===== src/hdl/sirp_pkg.sv =====
// Shared constants and types of the two-wire register port.
package sirp_pkg;
    localparam int         REG_COUNT    = 64;
    localparam logic [7:0] REG_DEFAULT  = 8'h00;
    localparam logic [7:0] CMD_KEY      = 8'h96;
    localparam logic [7:0] ADDR_RESTORE = 8'h3c;
    localparam logic [7:0] ADDR_TRIM    = 8'h3d;
    localparam logic [3:0] ID_PREFIX    = 4'h0;
    localparam logic       ID_FILL      = 1'b0;
    localparam logic       DIR_READ     = 1'b1;
    localparam logic [3:0] BYTE_BITS    = 4'h8;
    localparam logic [3:0] BIT_ZERO     = 4'h0;
    localparam logic [3:0] BIT_ONE      = 4'h1;
    localparam logic [7:0] WA_STEP      = 8'h01;
    localparam logic [3:0] PIN_IDLE     = 4'hf;

    typedef enum logic [3:0] {
        ST_IDLE,
        ST_ADDR,
        ST_ADDR_ACK,
        ST_WADDR,
        ST_WADDR_ACK,
        ST_WDATA,
        ST_WDATA_ACK,
        ST_RDATA,
        ST_RACK
    } sirp_state_e;
endpackage


===== src/hdl/sirp_sync.sv =====
// Two-stage synchroniser for pins and for the reset release.
module sirp_sync #(
    parameter int             W       = 1,
    parameter logic [W-1:0]   RST_VAL = '0
) (
    input  wire logic         clk,
    input  wire logic         rst_n,
    input  wire logic [W-1:0] d,
    output logic      [W-1:0] q
);
    logic [W-1:0] meta_q;
    logic [W-1:0] meta_d;
    logic [W-1:0] q_d;

    always_comb begin
        meta_d = d;
        q_d    = meta_q;
    end

    // The first stage feeds only the second, so metastability has a full cycle to settle.
    always_ff @(posedge clk or negedge rst_n) begin
        if (!rst_n) begin
            meta_q <= RST_VAL;
            q      <= RST_VAL;
        end else begin
            meta_q <= meta_d;
            q      <= q_d;
        end
    end
endmodule


===== src/hdl/sirp_top.sv =====
// Two-wire slave register port with auto-incrementing word address and direct commands.
module sirp_top #(
    parameter int REG_COUNT = sirp_pkg::REG_COUNT
) (
    input  wire logic ref_clk,
    input  wire logic rstn,
    input  wire logic serial_clock_line_i,
    input  wire logic serial_data_line_i,
    input  wire logic slave_id_select_low,
    input  wire logic slave_id_select_high,
    output logic      serial_data_line_o,
    output logic      serial_data_line_oe,
    output logic      restore_defaults_command,
    output logic      oscillator_trim_command
);
    import sirp_pkg::*;
    localparam int AW = $clog2(REG_COUNT);
    function automatic logic is_cmd(input logic [7:0] wa, input logic [7:0] dat, input logic [7:0] target);
        is_cmd = (wa == target) && (dat == CMD_KEY);
    endfunction
    ////////////////////////////////////////////////////////////////////////////
    logic       rst_n;
    logic [3:0] pins_s;
    logic       scl_s, sda_s;
    logic       sel_hi_s, sel_lo_s;

    sirp_sync #(.W(1), .RST_VAL(1'b0)) u_rst_sync (
        .clk   (ref_clk), .rst_n (rstn),
        .d     (1'b1),    .q     (rst_n)
    );
    sirp_sync #(.W(4), .RST_VAL(PIN_IDLE)) u_pin_sync (
        .clk   (ref_clk), .rst_n (rst_n),
        .d     ({serial_clock_line_i, serial_data_line_i, slave_id_select_high, slave_id_select_low}),
        .q     (pins_s)
    );

    assign scl_s    = pins_s[3];
    assign sda_s    = pins_s[2];
    assign sel_hi_s = pins_s[1];
    assign sel_lo_s = pins_s[0];
    ////////////////////////////////////////////////////////////////////////////
    logic scl_p_q, scl_p_d;
    logic sda_p_q, sda_p_d;
    logic scl_rise, scl_fall;
    logic start_c, stop_c;

    always_comb begin
        scl_p_d = scl_s;
        sda_p_d = sda_s;
    end

    always_ff @(posedge ref_clk or negedge rst_n) begin
        if (!rst_n) begin
            scl_p_q <= 1'b1;
            sda_p_q <= 1'b1;
        end else begin
            scl_p_q <= scl_p_d;
            sda_p_q <= sda_p_d;
        end
    end

    assign scl_rise = scl_s & ~scl_p_q;
    assign scl_fall = ~scl_s & scl_p_q;
    assign start_c  = scl_s & scl_p_q & sda_p_q & ~sda_s;
    assign stop_c   = scl_s & scl_p_q & ~sda_p_q & sda_s;
    ////////////////////////////////////////////////////////////////////////////
    sirp_state_e st_q, st_d;
    logic [3:0]  bit_q, bit_d;
    logic [7:0]  sh_q, sh_d;
    logic [7:0]  wa_q, wa_d;
    logic        rw_q, rw_d;
    logic        acked_q, acked_d;
    logic        oe_q, oe_d;
    logic        o_q, o_d;
    logic        restore_q, restore_d;
    logic        trim_q, trim_d;
    logic [7:0]  mem_q [REG_COUNT];
    logic [7:0]  mem_d [REG_COUNT];
    logic [7:0]  rd_byte;
    logic        id_match;
    assign rd_byte  = mem_q[wa_q[AW-1:0]];
    assign id_match = sh_q[7:1] == {ID_PREFIX, sel_hi_s, sel_lo_s, ID_FILL};
    always_comb begin
        st_d      = st_q;
        bit_d     = bit_q;
        sh_d      = sh_q;
        wa_d      = wa_q;
        rw_d      = rw_q;
        acked_d   = acked_q;
        oe_d      = oe_q;
        o_d       = 1'b0;
        restore_d = 1'b0;
        trim_d    = 1'b0;
        mem_d     = mem_q;
        if (start_c) begin
            // a repeated start leaves the word address untouched.
            st_d  = ST_ADDR;
            bit_d = BIT_ZERO;
            oe_d  = 1'b0;
        end else if (stop_c) begin
            st_d = ST_IDLE;
            oe_d = 1'b0;
        end else if (scl_rise) begin
            unique case (st_q)
                ST_ADDR, ST_WADDR, ST_WDATA: begin
                    sh_d  = {sh_q[6:0], sda_s};
                    bit_d = bit_q + BIT_ONE;
                end
                ST_RDATA: begin
                    bit_d = bit_q + BIT_ONE;
                end
                ST_RACK: begin
                    acked_d = ~sda_s;
                end
                default: ;
            endcase
        end else if (scl_fall) begin
            unique case (st_q)
                ST_ADDR: begin
                    if (bit_q == BYTE_BITS) begin
                        if (id_match) begin
                            st_d = ST_ADDR_ACK;
                            rw_d = sh_q[0];
                            oe_d = 1'b1;
                        end else begin
                            st_d = ST_IDLE;
                        end
                    end
                end
                ST_ADDR_ACK: begin
                    bit_d = BIT_ZERO;
                    if (rw_q == DIR_READ) begin
                        // first byte right after the id acknowledge.
                        // byte taken from the stored word address.
                        st_d = ST_RDATA;
                        sh_d = rd_byte;
                        oe_d = ~rd_byte[7];
                        wa_d = wa_q + WA_STEP;
                    end else begin
                        st_d = ST_WADDR;
                        oe_d = 1'b0;
                    end
                end
                ST_WADDR: begin
                    if (bit_q == BYTE_BITS) begin
                        st_d = ST_WADDR_ACK;
                        wa_d = sh_q;
                        oe_d = 1'b1;
                    end
                end
                ST_WDATA: begin
                    if (bit_q == BYTE_BITS) begin
                        st_d = ST_WDATA_ACK;
                        oe_d = 1'b1;
                        // word address advances per data byte.
                        wa_d = wa_q + WA_STEP;
                        // command keys act, they are never stored.
                        if (is_cmd(wa_q, sh_q, ADDR_RESTORE)) begin
                            restore_d = 1'b1;
                            for (int i = 0; i < REG_COUNT; i++) begin
                                mem_d[i] = REG_DEFAULT;
                            end
                        end else if (is_cmd(wa_q, sh_q, ADDR_TRIM)) begin
                            trim_d = 1'b1;
                        end else if (wa_q != ADDR_RESTORE && wa_q != ADDR_TRIM) begin
                            mem_d[wa_q[AW-1:0]] = sh_q;
                        end
                    end
                end
                ST_WADDR_ACK, ST_WDATA_ACK: begin
                    st_d  = ST_WDATA;
                    bit_d = BIT_ZERO;
                    oe_d  = 1'b0;
                end
                ST_RDATA: begin
                    if (bit_q == BYTE_BITS) begin
                        st_d = ST_RACK;
                        oe_d = 1'b0;
                    end else begin
                        sh_d = {sh_q[6:0], 1'b0};
                        oe_d = ~sh_q[6];
                    end
                end
                ST_RACK: begin
                    bit_d = BIT_ZERO;
                    if (acked_q) begin
                        st_d = ST_RDATA;
                        sh_d = rd_byte;
                        oe_d = ~rd_byte[7];
                        wa_d = wa_q + WA_STEP;
                    end else begin
                        st_d = ST_IDLE;
                        oe_d = 1'b0;
                    end
                end
                default: ;
            endcase
        end
    end
    // The array is in the flop group too, so a restore and a write can never both land.
    always_ff @(posedge ref_clk or negedge rst_n) begin
        if (!rst_n) begin
            st_q      <= ST_IDLE;
            bit_q     <= BIT_ZERO;
            sh_q      <= REG_DEFAULT;
            wa_q      <= REG_DEFAULT;
            rw_q      <= 1'b0;
            acked_q   <= 1'b0;
            oe_q      <= 1'b0;
            o_q       <= 1'b0;
            restore_q <= 1'b0;
            trim_q    <= 1'b0;
            for (int i = 0; i < REG_COUNT; i++) begin
                mem_q[i] <= REG_DEFAULT;
            end
        end else begin
            st_q      <= st_d;
            bit_q     <= bit_d;
            sh_q      <= sh_d;
            wa_q      <= wa_d;
            rw_q      <= rw_d;
            acked_q   <= acked_d;
            oe_q      <= oe_d;
            o_q       <= o_d;
            restore_q <= restore_d;
            trim_q    <= trim_d;
            mem_q     <= mem_d;
        end
    end

    assign serial_data_line_o       = o_q;
    assign serial_data_line_oe      = oe_q;
    assign restore_defaults_command = restore_q;
    assign oscillator_trim_command  = trim_q;
endmodule


===== config.mk =====
export PLATFORM = sky130hd
export DESIGN_NAME = sirp_top
export DESIGN_NICKNAME = d
export VERILOG_FILES = /design/src/hdl/sirp_pkg.sv /design/src/hdl/sirp_sync.sv /design/src/hdl/sirp_top.sv
export SDC_FILE = /design/constraint.sdc
export NUM_CORES = 1
export LEC_CHECK = 0
export BUFFER_PORTS_ARGS = -buffer_cell sky130_fd_sc_hd__buf_2
export CORE_MARGIN = 2
export CORE_UTILIZATION = 45
export CTS_CLUSTER_SIZE = 40
export DETAILED_ROUTE_END_ITERATION = 16
export PLACE_DENSITY_LB_ADDON = 0.15
export SLEW_MARGIN = 30
export SYNTH_ARGS = -nofsm -noshare
export SYNTH_HDL_FRONTEND = slang
export SYNTH_SLANG_ARGS = --single-unit

===== constraint.sdc =====
create_clock -name ref_clk -period 31.5 [get_ports ref_clk]
set_input_delay 1.575 -clock ref_clk [delete_from_list [all_inputs] [get_ports ref_clk]]
set_output_delay 1.575 -clock ref_clk [all_outputs]
set_load 0.01 [all_outputs]

Word-level counts from Yosys, hierarchy flattened

Index checks and enable logic that the tools add are counted.

Add/subtract/negate cells: 2
$mul: 0
Divide/modulo/power cells: 0
Magnitude comparators: 2
Equal/unequal tests: 33
Shift-type cells: 0
Mux-type cells: 65
Bitwise logic cells: 17
Reductions and logical operators: 26

Operators by type and width:

| cell                  | count |
|---|---|
| $mux W512             | 3 |
| $bwmux W512           | 1 |
| $mux W8               | 13 |
| $mux W4               | 14 |
| $bmux W8 S6           | 1 |
| $demux W8 S6          | 1 |
| $pmux W8 S4           | 1 |
| $pmux W4 S7           | 1 |
| $mux W1               | 25 |
| $pmux W8 S3           | 1 |
| $ne A4 B4 Y1 const B  | 5 |
| $eq A4 B3 Y1 const B  | 4 |
| $eq A8 B6 Y1 const B  | 2 |
| $ne A8 B6 Y1 const B  | 2 |
| $reduce_and A8 Y1     | 2 |
| $reduce_and A7 Y1     | 2 |
| $ne A2 B2 Y1 const B  | 6 |
| $ne A3 B3 Y1 const B  | 3 |
| $not A1 Y1            | 9 |
| $reduce_and A9 Y1     | 1 |
| $reduce_bool A3 Y1    | 3 |
| $reduce_bool A9 Y1    | 1 |
| $add A8 B1 Y8 const B | 1 |
| $eq A4 B2 Y1 const B  | 2 |
| 25 further kinds      | 41 |

Flip-flop bits (word level): 553
Bits in latches: 0
Memory bits (writable): 0
Bits in read-only memories: 0
Bits of input ports: 6
Output and inout port bits: 4
Logic and storage cells: 224
Memories kept: 0

Longest topological paths before layout

Gate-level depths: netlist of the first run.

Depth after elaboration: 11
Gate-level depth with buffers: 14
Depth with buffers taken out: 8

Modules after synthesis

Synthesis of the first run repeated with hierarchy kept, for this count alone.

Cell total of the unflattened synthesis: 2201
Area total of the unflattened synthesis: 26081.3 um2

By module, submodules not included:

| module                 | instances | cells each | area each (um2) | seq. area each (um2) |
|---|---|---|---|---|
| sirp_top               | 1         | 2191       | 25821.0         | 13590.5 |
| sirp_sync (u_pin_sync) | 1         | 8          | 210.2           | 210.2 |
| sirp_sync (u_rst_sync) | 1         | 2          | 50.0            | 50.0 |

Worst setup path before layout of the first run

OpenSTA, ideal clock, no wires.

Path kind: reg-to-reg
Start point: register wa_q[0]
End point: register mem_q[320] (netlist name)
Setup time: 0.066 ns
Arrival: 2.996 ns
Data required time: 31.434 ns
Slack: 28.438 ns
Cell stages (with the launch flop): 15
Buffers on the path: 6
Period minus slack after synthesis: 3.062 ns
Cell sequence: dfrtp_1 -> buf_2 -> buf_2 -> inv_1 -> buf_2 -> buf_1 -> ha_1 -> inv_1 -> o41a_1 -> nand2_1 -> nand3_1 -> buf_4 -> buf_2 -> nor3_2 -> a22o_1

Cells in the longest elaborated chain, start to end: 9
Elaborated cells between the ends (all ways): 20
Those cells by class: order compare: 2; eq/ne: 5; mux: 6; bitwise: 1; reduce/logical: 6

Ends and longest elaborated chain:

| element                                                                   | line            | RTL |
|---|---|---|
| start, declared                                                           | sirp_top.sv:70  | `logic [7:0] wa_q, wa_d;` |
| start signal, assigned                                                    | sirp_top.sv:220 | `wa_q <= wa_d;` |
| $not A6 Y7 (implied by the code)                                          | sirp_top.sv:166 | `mem_d[wa_q[AW-1:0]] = sh_q;` |
| $ge A7 B7 Y1 (implied by the code) / $lt A7 B1 Y1 (equally long branches) | sirp_top.sv:166 |  |
| $logic_and A1 B1 Y1 (implied by the code)                                 | sirp_top.sv:166 |  |
| $mux W8 (implied by the code)                                             | sirp_top.sv:166 |  |
| $demux W8 S6                                                              | sirp_top.sv:166 |  |
| $bwmux W512                                                               | sirp_top.sv:166 |  |
| $mux W512                                                                 | sirp_top.sv:165 | `end else if (wa_q != ADDR_RESTORE && wa_q != ADDR_TRIM) begin` |
| $mux W512                                                                 | sirp_top.sv:163 | `end else if (is_cmd(wa_q, sh_q, ADDR_TRIM)) begin` |
| $mux W512                                                                 | sirp_top.sv:158 | `if (is_cmd(wa_q, sh_q, ADDR_RESTORE)) begin` |
| end signal, assigned                                                      | sirp_top.sv:227 | `mem_q <= mem_d;` |
| end, declared                                                             | sirp_top.sv:77  | `logic [7:0] mem_q [REG_COUNT];` |

Parallel ways exist; a longest one is shown, timed or not. The select of a mux whose other input is x is not followed.
A chain may end at the register's enable or synchronous reset.

Final worst setup path of the first run

Start point: register wa_q[0]
End point: register sh_q[2]

Cells in the longest elaborated chain, start to end: 8
Elaborated cells between the ends (all ways): 9
Those cells by class: mux: 8; bitwise: 1

Ends and longest elaborated chain:

| element                                         | line                             | RTL |
|---|---|---|
| $not A6 Y7 (implied by the code) (*)            | sirp_top.sv:81                   | `assign rd_byte = mem_q[wa_q[AW-1:0]];` |
| $bmux W8 S6 (*)                                 | sirp_top.sv:81                   |  |
| $mux W8 (implied by the code) (*) (2 in series) | sirp_top.sv:81                   |  |
| $mux W8 (on tied branches)                      | sirp_top.sv:186, sirp_top.sv:132 |  |
| $pmux W8 S3 (*)                                 | sirp_top.sv:118                  | `unique case (st_q)` |
| $mux W8 (*)                                     | sirp_top.sv:117                  | `end else if (scl_fall) begin` |
| $mux W8 (*)                                     | sirp_top.sv:103                  | `end else if (scl_rise) begin` |
| end signal, assigned                            | sirp_top.sv:205                  | `sh_q <= REG_DEFAULT;` |
| end signal, assigned                            | sirp_top.sv:219                  | `sh_q <= sh_d;` |
| end, declared                                   | sirp_top.sv:69                   | `logic [7:0] sh_q, sh_d;` |

Every way passes the cells marked *; elsewhere a longest branch is shown, timed or not. The select of a mux whose other input is x is not followed.

==> metrics, run 1 <==
critical path depth=9; port buffer count=8; drt first pass iters=6; Worst setup startpoint=wa_q[0]; final hold violations=0; pins over their slew limit=0; prevailing post-synth register cell=dfrtp_1; DRT iter0 DRCs=2841; Worst Setup EP=sh_q[2]; Fin Hold WS=0.3556 ns; global-route wire length before repair=142.6 mm; unrepaired setup endpoints after global routing=no; #FFs+latches synth=553; Initial Util=45.43%; number of flops mapped to enable cells by yosys=0; vias in the first global route=20810; Critical Path AT=5.14 ns; kind of end point of the critical path=register; Via Count=21130; Worst Setup Start Kind=register; CP most frequent cell=buf_4; die height=245.1 µm; flop2flop setup slack=26.93 ns; R2R cell count=9; grt total ovfl=0; Mapped Area=0.02616 mm²; pwr/cell area=73.89 mW/mm²; max_slew headroom=29.52%; post-CTS sizing=0; Clock Pin Slew Worst Setup and Hold Paths=0.06 ns; worst min-delay path class=register to register; Yosys warning count=0; n_diodes=0; Seq pwr share=35.8%; P_leak=12.35 nW; placeable core area=0.05759 mm²; Vias/cell=6.760; final instance area=0.02907 mm²; CTS buffer count=60; Psw=0.0008189 W; Post-layout nets=2326; initial antenna violation count=1; Combinational Power Share=28.5%; final wirelength=95.15 mm; crit-path cells=buf_4 -> buf_4 -> nor2b_1 -> buf_4 -> a221oi_1 -> o21ai_0 -> a211oi_1 -> nand4_1 -> a22o_1; P&R area growth vs syn=11.11%; FF-to-FF End=sh_q[2]; switching share of power=38.13%; Pint=0.001329 W; async set-reset flop share out of synthesis=100.0%; Setup TNS=0 ns; placed cell areas=0.02689 mm²; Rows=88; Post-Route Skew=0.01881 ns; # clock sinks=553; Period minus WS final=4.568 ns; slowest cell on the critical path=nor2b_1; Placed Cells=3014; worst endpoint required time=32.07 ns; Routability Congestion=0.9083; max cap viols=0; Syn Area/Cell=10.98 µm²; VDD IR max=0.05948 mV; Hold Buf Count CTS=0; Routed Antenna Nets=0; clk buf depth=3; fmax=0.2189 GHz; H-tree levels=2; status=finished clean; cell family with most CP delay=buffers and inverters; largest net degree at the start of global routing=182; fin crit share=14.50%; CP max FO=62; clock power share=35.6%; R2R Path Start=wa_q[0]; die area=0.06008 mm²; cell count after synthesis=2382; Ports=10; TritonCTS clock tree=yes; Final Util=50.48%; GRT Util Overall=31.81%; routed len/inst=30.45 µm; worst setup path class=register to register; layout cell share with drive strength beyond 1=14.96%; Worst Tran Pin Value=1.057 ns; CP peak stage delay=0.88 ns; WP buf/inv=3; dpl hpwl=59.28 mm; # setup viols final=0; syn_nets=2396; setup bufs post-CTS=0; CTS Root Cell=clkbuf_16; DRC=0; Skew-Pair Late Insertion Delay=0.64 ns; die width=245.1 µm; Netlist cell types=71; final non-filler cell total=3125; Seq/Total Area, Yosys=52.94%
[cells by family after synthesis]
logic type / count (synthesis) / synth area share [%]
AO/OA/AOI/OAI: 840 / 23.21
AND/OR/NAND/NOR: 607 / 11.44
flip-flops: 553 / 52.94
buffers and inverters: 214 / 3.439
XOR/XNOR: 4 / 0.1339
other: 2 / 0.02871
adder cells (fa/ha/maj): 8 / 0.3826
multiplexers: 154 / 8.422
[per-layer routing]
layer | share of wire, % | vias to the layer above | GRT usage, %
met5 | 0.011 | - | 0
met4 | 5.5 | 2 | 14.87
met3 | 10 | 285 | 6.462
met2 | 43 | 1262 | 46.27
met1 | 42 | 10770 | 45.62
li1 | - | 8810 | -
[power groups by stage]
| stage | clock (W) | combinational, W | sequential, W |
|---|---|---|---|
| 2_1_floorplan | 0 | 0.000353 | 0.000753 |
| 3_3_place_gp | 0 | 0.000587 | 0.000780 |
| 3_5_place_dp | 0 | 0.000588 | 0.000781 |
| 4_1_cts | 0.000772 | 0.000590 | 0.000768 |
| 5_1_grt | 0.000797 | 0.000621 | 0.000772 |
| 6_report | 0.000765 | 0.000613 | 0.000770 |
[sequential cells by signal, indices dropped and copies added (netlist names), 4 cells and up]
signal	count
st_q	4
wa_q	8
u_pin_sync.q	4
u_pin_sync.meta_q	4
mem_q	512
sh_q	8
bit_q	4
[cell type report]
cell class	instances	area, µm²
timing repair buffer	69	573.1
sequential	553	13870
inverter	13	48.80
tap	765	957.2
multi-input combinational	1615	11480
fill	5097	28520
clock buffer	89	1802
clock inverter	21	335.3
[cell usage after synthesis (12+ instances only)]
cell / instances / area [µm²]
mux2_2: 39 / 439.2
dfrtp_1: 543 / 13590
a22oi_1: 33 / 247.7
nand2_1: 261 / 979.7
nor3_2: 36 / 360.4
nor2_1: 105 / 394.1
inv_1: 12 / 45.04
nand2b_1: 23 / 143.9
mux4_2: 49 / 1104
clkbuf_1: 121 / 454.2
nor2b_1: 14 / 87.58
nand3_1: 60 / 300.3
a21oi_1: 41 / 205.2
a22o_1: 335 / 2934
a221o_1: 20 / 200.2
o21ai_1: 58 / 290.3
buf_1: 17 / 63.81
o22ai_1: 17 / 106.4
nor3_1: 36 / 180.2
buf_2: 56 / 280.3
o21ai_0: 216 / 1081
mux2i_1: 66 / 660.6
a221oi_1: 27 / 236.5
[worst min path at each step]
stage | start | endpoint | slack, ns | cells past startpoint
after floorplan | u_rst_sync.meta_q | u_rst_sync.q | 0.33 | 0
after global placement | u_rst_sync.meta_q | u_rst_sync.q | 0.34 | 0
after detailed placement | u_rst_sync.meta_q | u_rst_sync.q | 0.34 | 0
after CTS | u_rst_sync.meta_q | u_rst_sync.q | 0.36 | 0
after global routing | u_pin_sync.meta_q[2] | u_pin_sync.q[2] | 0.36 | 0
final | u_pin_sync.meta_q[2] | u_pin_sync.q[2] | 0.36 | 0
[per-stage QoR]
step                power (W)  setup slack (ns)
detailed placement   0.001370             27.08
floorplan            0.001106             14.96
finish               0.002148             26.93
global placement     0.001367             27.07
CTS                  0.002130             27.08
global route         0.002191             26.87
[layout by cell type (no fill, tap or decap), drive strengths merged, types with 33 or more instances in the layout]
cell,synthesis,routed
mux2,39,39
a22o,335,335
nor2,105,105
clkbuf,121,89
mux2i,66,66
nand2,261,261
o21ai,284,284
a22oi,33,33
nor3,73,73
mux4,49,49
a21oi,42,42
buf,80,69
nand3,60,60
dfrtp,543,543
[worst reg2reg max path: cells and delay by family (launching register included)]
kind	cells	cell delay (ns)
AOI/OAI and AO/OA	4	1.02
DFF	1	0.55
buffers and inverters	3	1.88
and+or+nand+nor	2	1.06
Note: power is estimated with default switching activity, not from simulation.
==> run 2, diff against run 1 <==
==> constraint.sdc (replaced) <==
create_clock -name ref_clk -period 3.8 [get_ports ref_clk]
set_input_delay 0.19 -clock ref_clk [delete_from_list [all_inputs] [get_ports ref_clk]]
set_output_delay 0.19 -clock ref_clk [all_outputs]
set_load 0.01 [all_outputs]
==> run 2 against run 1 <==
Combinational power increased to 8.8 times the previous value; flip-flop and latch count stayed put; critical path depth is 1 lower; non-clock buffer count grew 61; first-iteration DRC count fell by 13%; highest routed layer unchanged; global-route usage grew 0.078 points; largest power group is now the clock network; core utilization up 1.0 points.
==> metrics, run 2 (synthesized netlist as in run 1, its figures left out) <==
worst setup path class=register to register (unchanged); clk buf depth=3 (unchanged); CTS buffer count=61 (was 60); port buffer count=8 (unchanged); Psw=0.006823 W (was 0.0008189 W); initial antenna violation count=3 (was 1); Rows=88 (unchanged); Pint=0.01126 W (was 0.001329 W); DRT iter0 DRCs=2465 (was 2841); post-CTS sizing=0 (unchanged); Combinational Power Share=29.8% (was 28.5%); vias in the first global route=21260 (was 20810); final wirelength=95.36 mm (was 95.15 mm); drt first pass iters=5 (was 6); Routability Congestion=0.9190 (was 0.9083); number of flip-flops in the largest register=512 (unchanged); Ports=10 (unchanged); Placed Cells=3070 (was 3014); P&R area growth vs syn=13.35% (was 11.11%); Skew-Pair Late Insertion Delay=0.65 ns (was 0.64 ns); status=finished clean (unchanged); clock power share=35.5% (was 35.6%); Period minus WS final=3.429 ns (was 4.568 ns); final hold violations=0 (unchanged); die width=245.1 µm (unchanged); DRC=0 (unchanged); Critical Path AT=3.94 ns (was 5.14 ns); H-tree levels=2 (unchanged); Seq pwr share=34.6% (was 35.8%); grt total ovfl=0 (unchanged); TritonCTS clock tree=yes (unchanged); most common cell after layout, fill and taps aside=dfrtp_1 (unchanged); Post-layout nets=2388 (was 2326); largest net degree at the start of global routing=125 (was 182); pwr/cell area=609.9 mW/mm² (was 73.89 mW/mm²); Setup TNS=0 ns (unchanged); max cap viols=0 (unchanged); VDD IR max=0.4733 mV (was 0.05948 mV); worst endpoint required time=4.31 ns (was 32.07 ns); Vias/cell=6.738 (was 6.760); switching share of power=37.73% (was 38.13%); Final Util=51.50% (was 50.48%); CTS Root Cell=clkbuf_16 (unchanged); pins over their slew limit=0 (unchanged); Largest regs=mem_q (512), sh_q (8), wa_q (8) (unchanged); layout cell share with drive strength beyond 1=16.94% (was 14.96%); # setup viols final=0 (unchanged); Worst Setup Start Kind=register (unchanged); max_slew headroom=30.66% (was 29.52%); GRT Util Overall=31.88% (was 31.81%); worst min-delay path class=primary input to register (was register to register); # clock sinks=553 (unchanged); kind of end point of the critical path=register (unchanged); crit-path cells=inv_1 -> ha_1 -> nor2b_1 -> o2111ai_1 -> a21oi_4 -> buf_4 -> o21ai_1 -> a22o_1 (was buf_4 -> buf_4 -> nor2b_1 -> buf_4 -> a221oi_1 -> o21ai_0 -> a211oi_1 -> nand4_1 -> a22o_1); dpl hpwl=61.95 mm (was 59.28 mm); global-route wire length before repair=143.6 mm (was 142.6 mm); most frequent cells in the layout=dfrtp_1 (535), a22o_1 (335), nand2_1 (258), o21ai_0 (216), nor2_1 (102) (was dfrtp_1 (535), a22o_1 (335), nand2_1 (255), o21ai_0 (216), nor2_1 (101)); Worst Tran Pin Value=1.040 ns (was 1.057 ns); die height=245.1 µm (unchanged); Reg with most FFs=mem_q (unchanged); CP max FO=47 (was 62); slowest cell on the critical path=buf_4 (was nor2b_1); CP peak stage delay=0.57 ns (was 0.88 ns); R2R cell count=8 (was 9); unrepaired setup endpoints after global routing=no (unchanged); routed len/inst=29.92 µm (was 30.45 µm); WHS Path Cells=2 (was 0); Via Count=21470 (was 21130); Post-Route Skew=0.02333 ns (was 0.01881 ns); Initial Util=45.43% (unchanged); Routed Antenna Nets=0 (unchanged); fmax=0.2916 GHz (was 0.2189 GHz); placeable core area=0.05759 mm² (unchanged); Clock Pin Slew Worst Setup and Hold Paths=0.06 ns (about the same); die area=0.06008 mm² (unchanged); fin crit share=90.25% (was 14.50%); final non-filler cell total=3187 (was 3125); P_leak=12.69 nW (was 12.35 nW)
[run 2: cell count changes in the layout (fill, tap and decap cells not counted), moves of 4 or more]
cell	delta
clkinv_2	+4
clkbuf_1	-6
buf_12	+13
buf_4	+48
dlygate4sd3_1	+6
[run 2: worst max-delay path, delay by kind of cell (launching register included)]
kind / cells / cell delay, ns
AO/OA/AOI/OAI: 4 / 1.48
adder cells (fa/ha/maj): 1 / 0.35
buffers and inverters: 2 / 0.61
flip-flops: 1 / 0.54
AND/OR/NAND/NOR: 1 / 0.25
[run 2: timing repair]
action | 4_1_cts | 5_1_grt
endpoints found under the hold margin | 6 | 0
endpoints found under the setup margin | 0 | 0
hold buffers | 6 | 0
setup buffers | 0 | 0
[run 2: final timing paths]
kind,slack [ns],start,endpoint
worst max-delay path,0.37,scl_p_q,mem_q[507]
worst min-delay path,0.20,serial_data_line_i,u_pin_sync.meta_q[2]
max in group asynchronous,2.27,u_rst_sync.q,u_pin_sync.meta_q[0]
worst min register to register,0.31,u_rst_sync.q,mem_q[293]
min in group asynchronous,0.31,u_rst_sync.q,mem_q[293]
worst max register to register,0.37,scl_p_q,mem_q[507]
[run 2: layer usage]
| layer | global-route usage (%) | share of wire [%] | routed length [µm] | vias up |
|---|---|---|---|---|
| met5 | 0 | 0.010 | 10 | - |
| met4 | 13.31 | 4.6 | 4357 | 2 |
| met3 | 7.501 | 10 | 9570 | 265 |
| met2 | 47.10 | 44 | 41800 | 1244 |
| met1 | 45.08 | 42 | 39620 | 11020 |
| li1 | - | - | - | 8945 |
[run 2: power by group through the flow]
stage          Clock (W)  Sequential (W)  Combinational [W]
2_1_floorplan          0         0.00624            0.00293
3_3_place_gp           0         0.00635            0.00521
3_5_place_dp           0         0.00636            0.00521
4_1_cts          0.00648         0.00625            0.00522
5_1_grt          0.00673         0.00627            0.00551
6_report         0.00642         0.00627            0.00540
[run 2: metrics by stage]
step | hold WS [ns] | total power (W) | setup WS, ns | cell area [µm²]
after floorplan | -0.1056 | 0.009167 | -1.570 | 26170
after global placement | -0.02298 | 0.01156 | 0.5169 | 27410
after detailed placement | -0.02293 | 0.01157 | 0.5125 | 27420
after CTS | 0.1758 | 0.01796 | 0.4571 | 29650
after global routing | 0.1964 | 0.01851 | 0.3115 | 29650
final | 0.1975 | 0.01809 | 0.3706 | 29650
[run 2: final cells by class]
type / count / area [µm²]
Antenna cell: 1 / 2.502
Clock buffer: 82 / 1788
Clock inverter: 28 / 380.4
Fill cell: 5062 / 27930
Inverter: 13 / 48.80
Multi-Input combinational cell: 1615 / 11460
Sequential cell: 553 / 13870
Tap cell: 765 / 957.2
Timing Repair Buffer: 130 / 1150
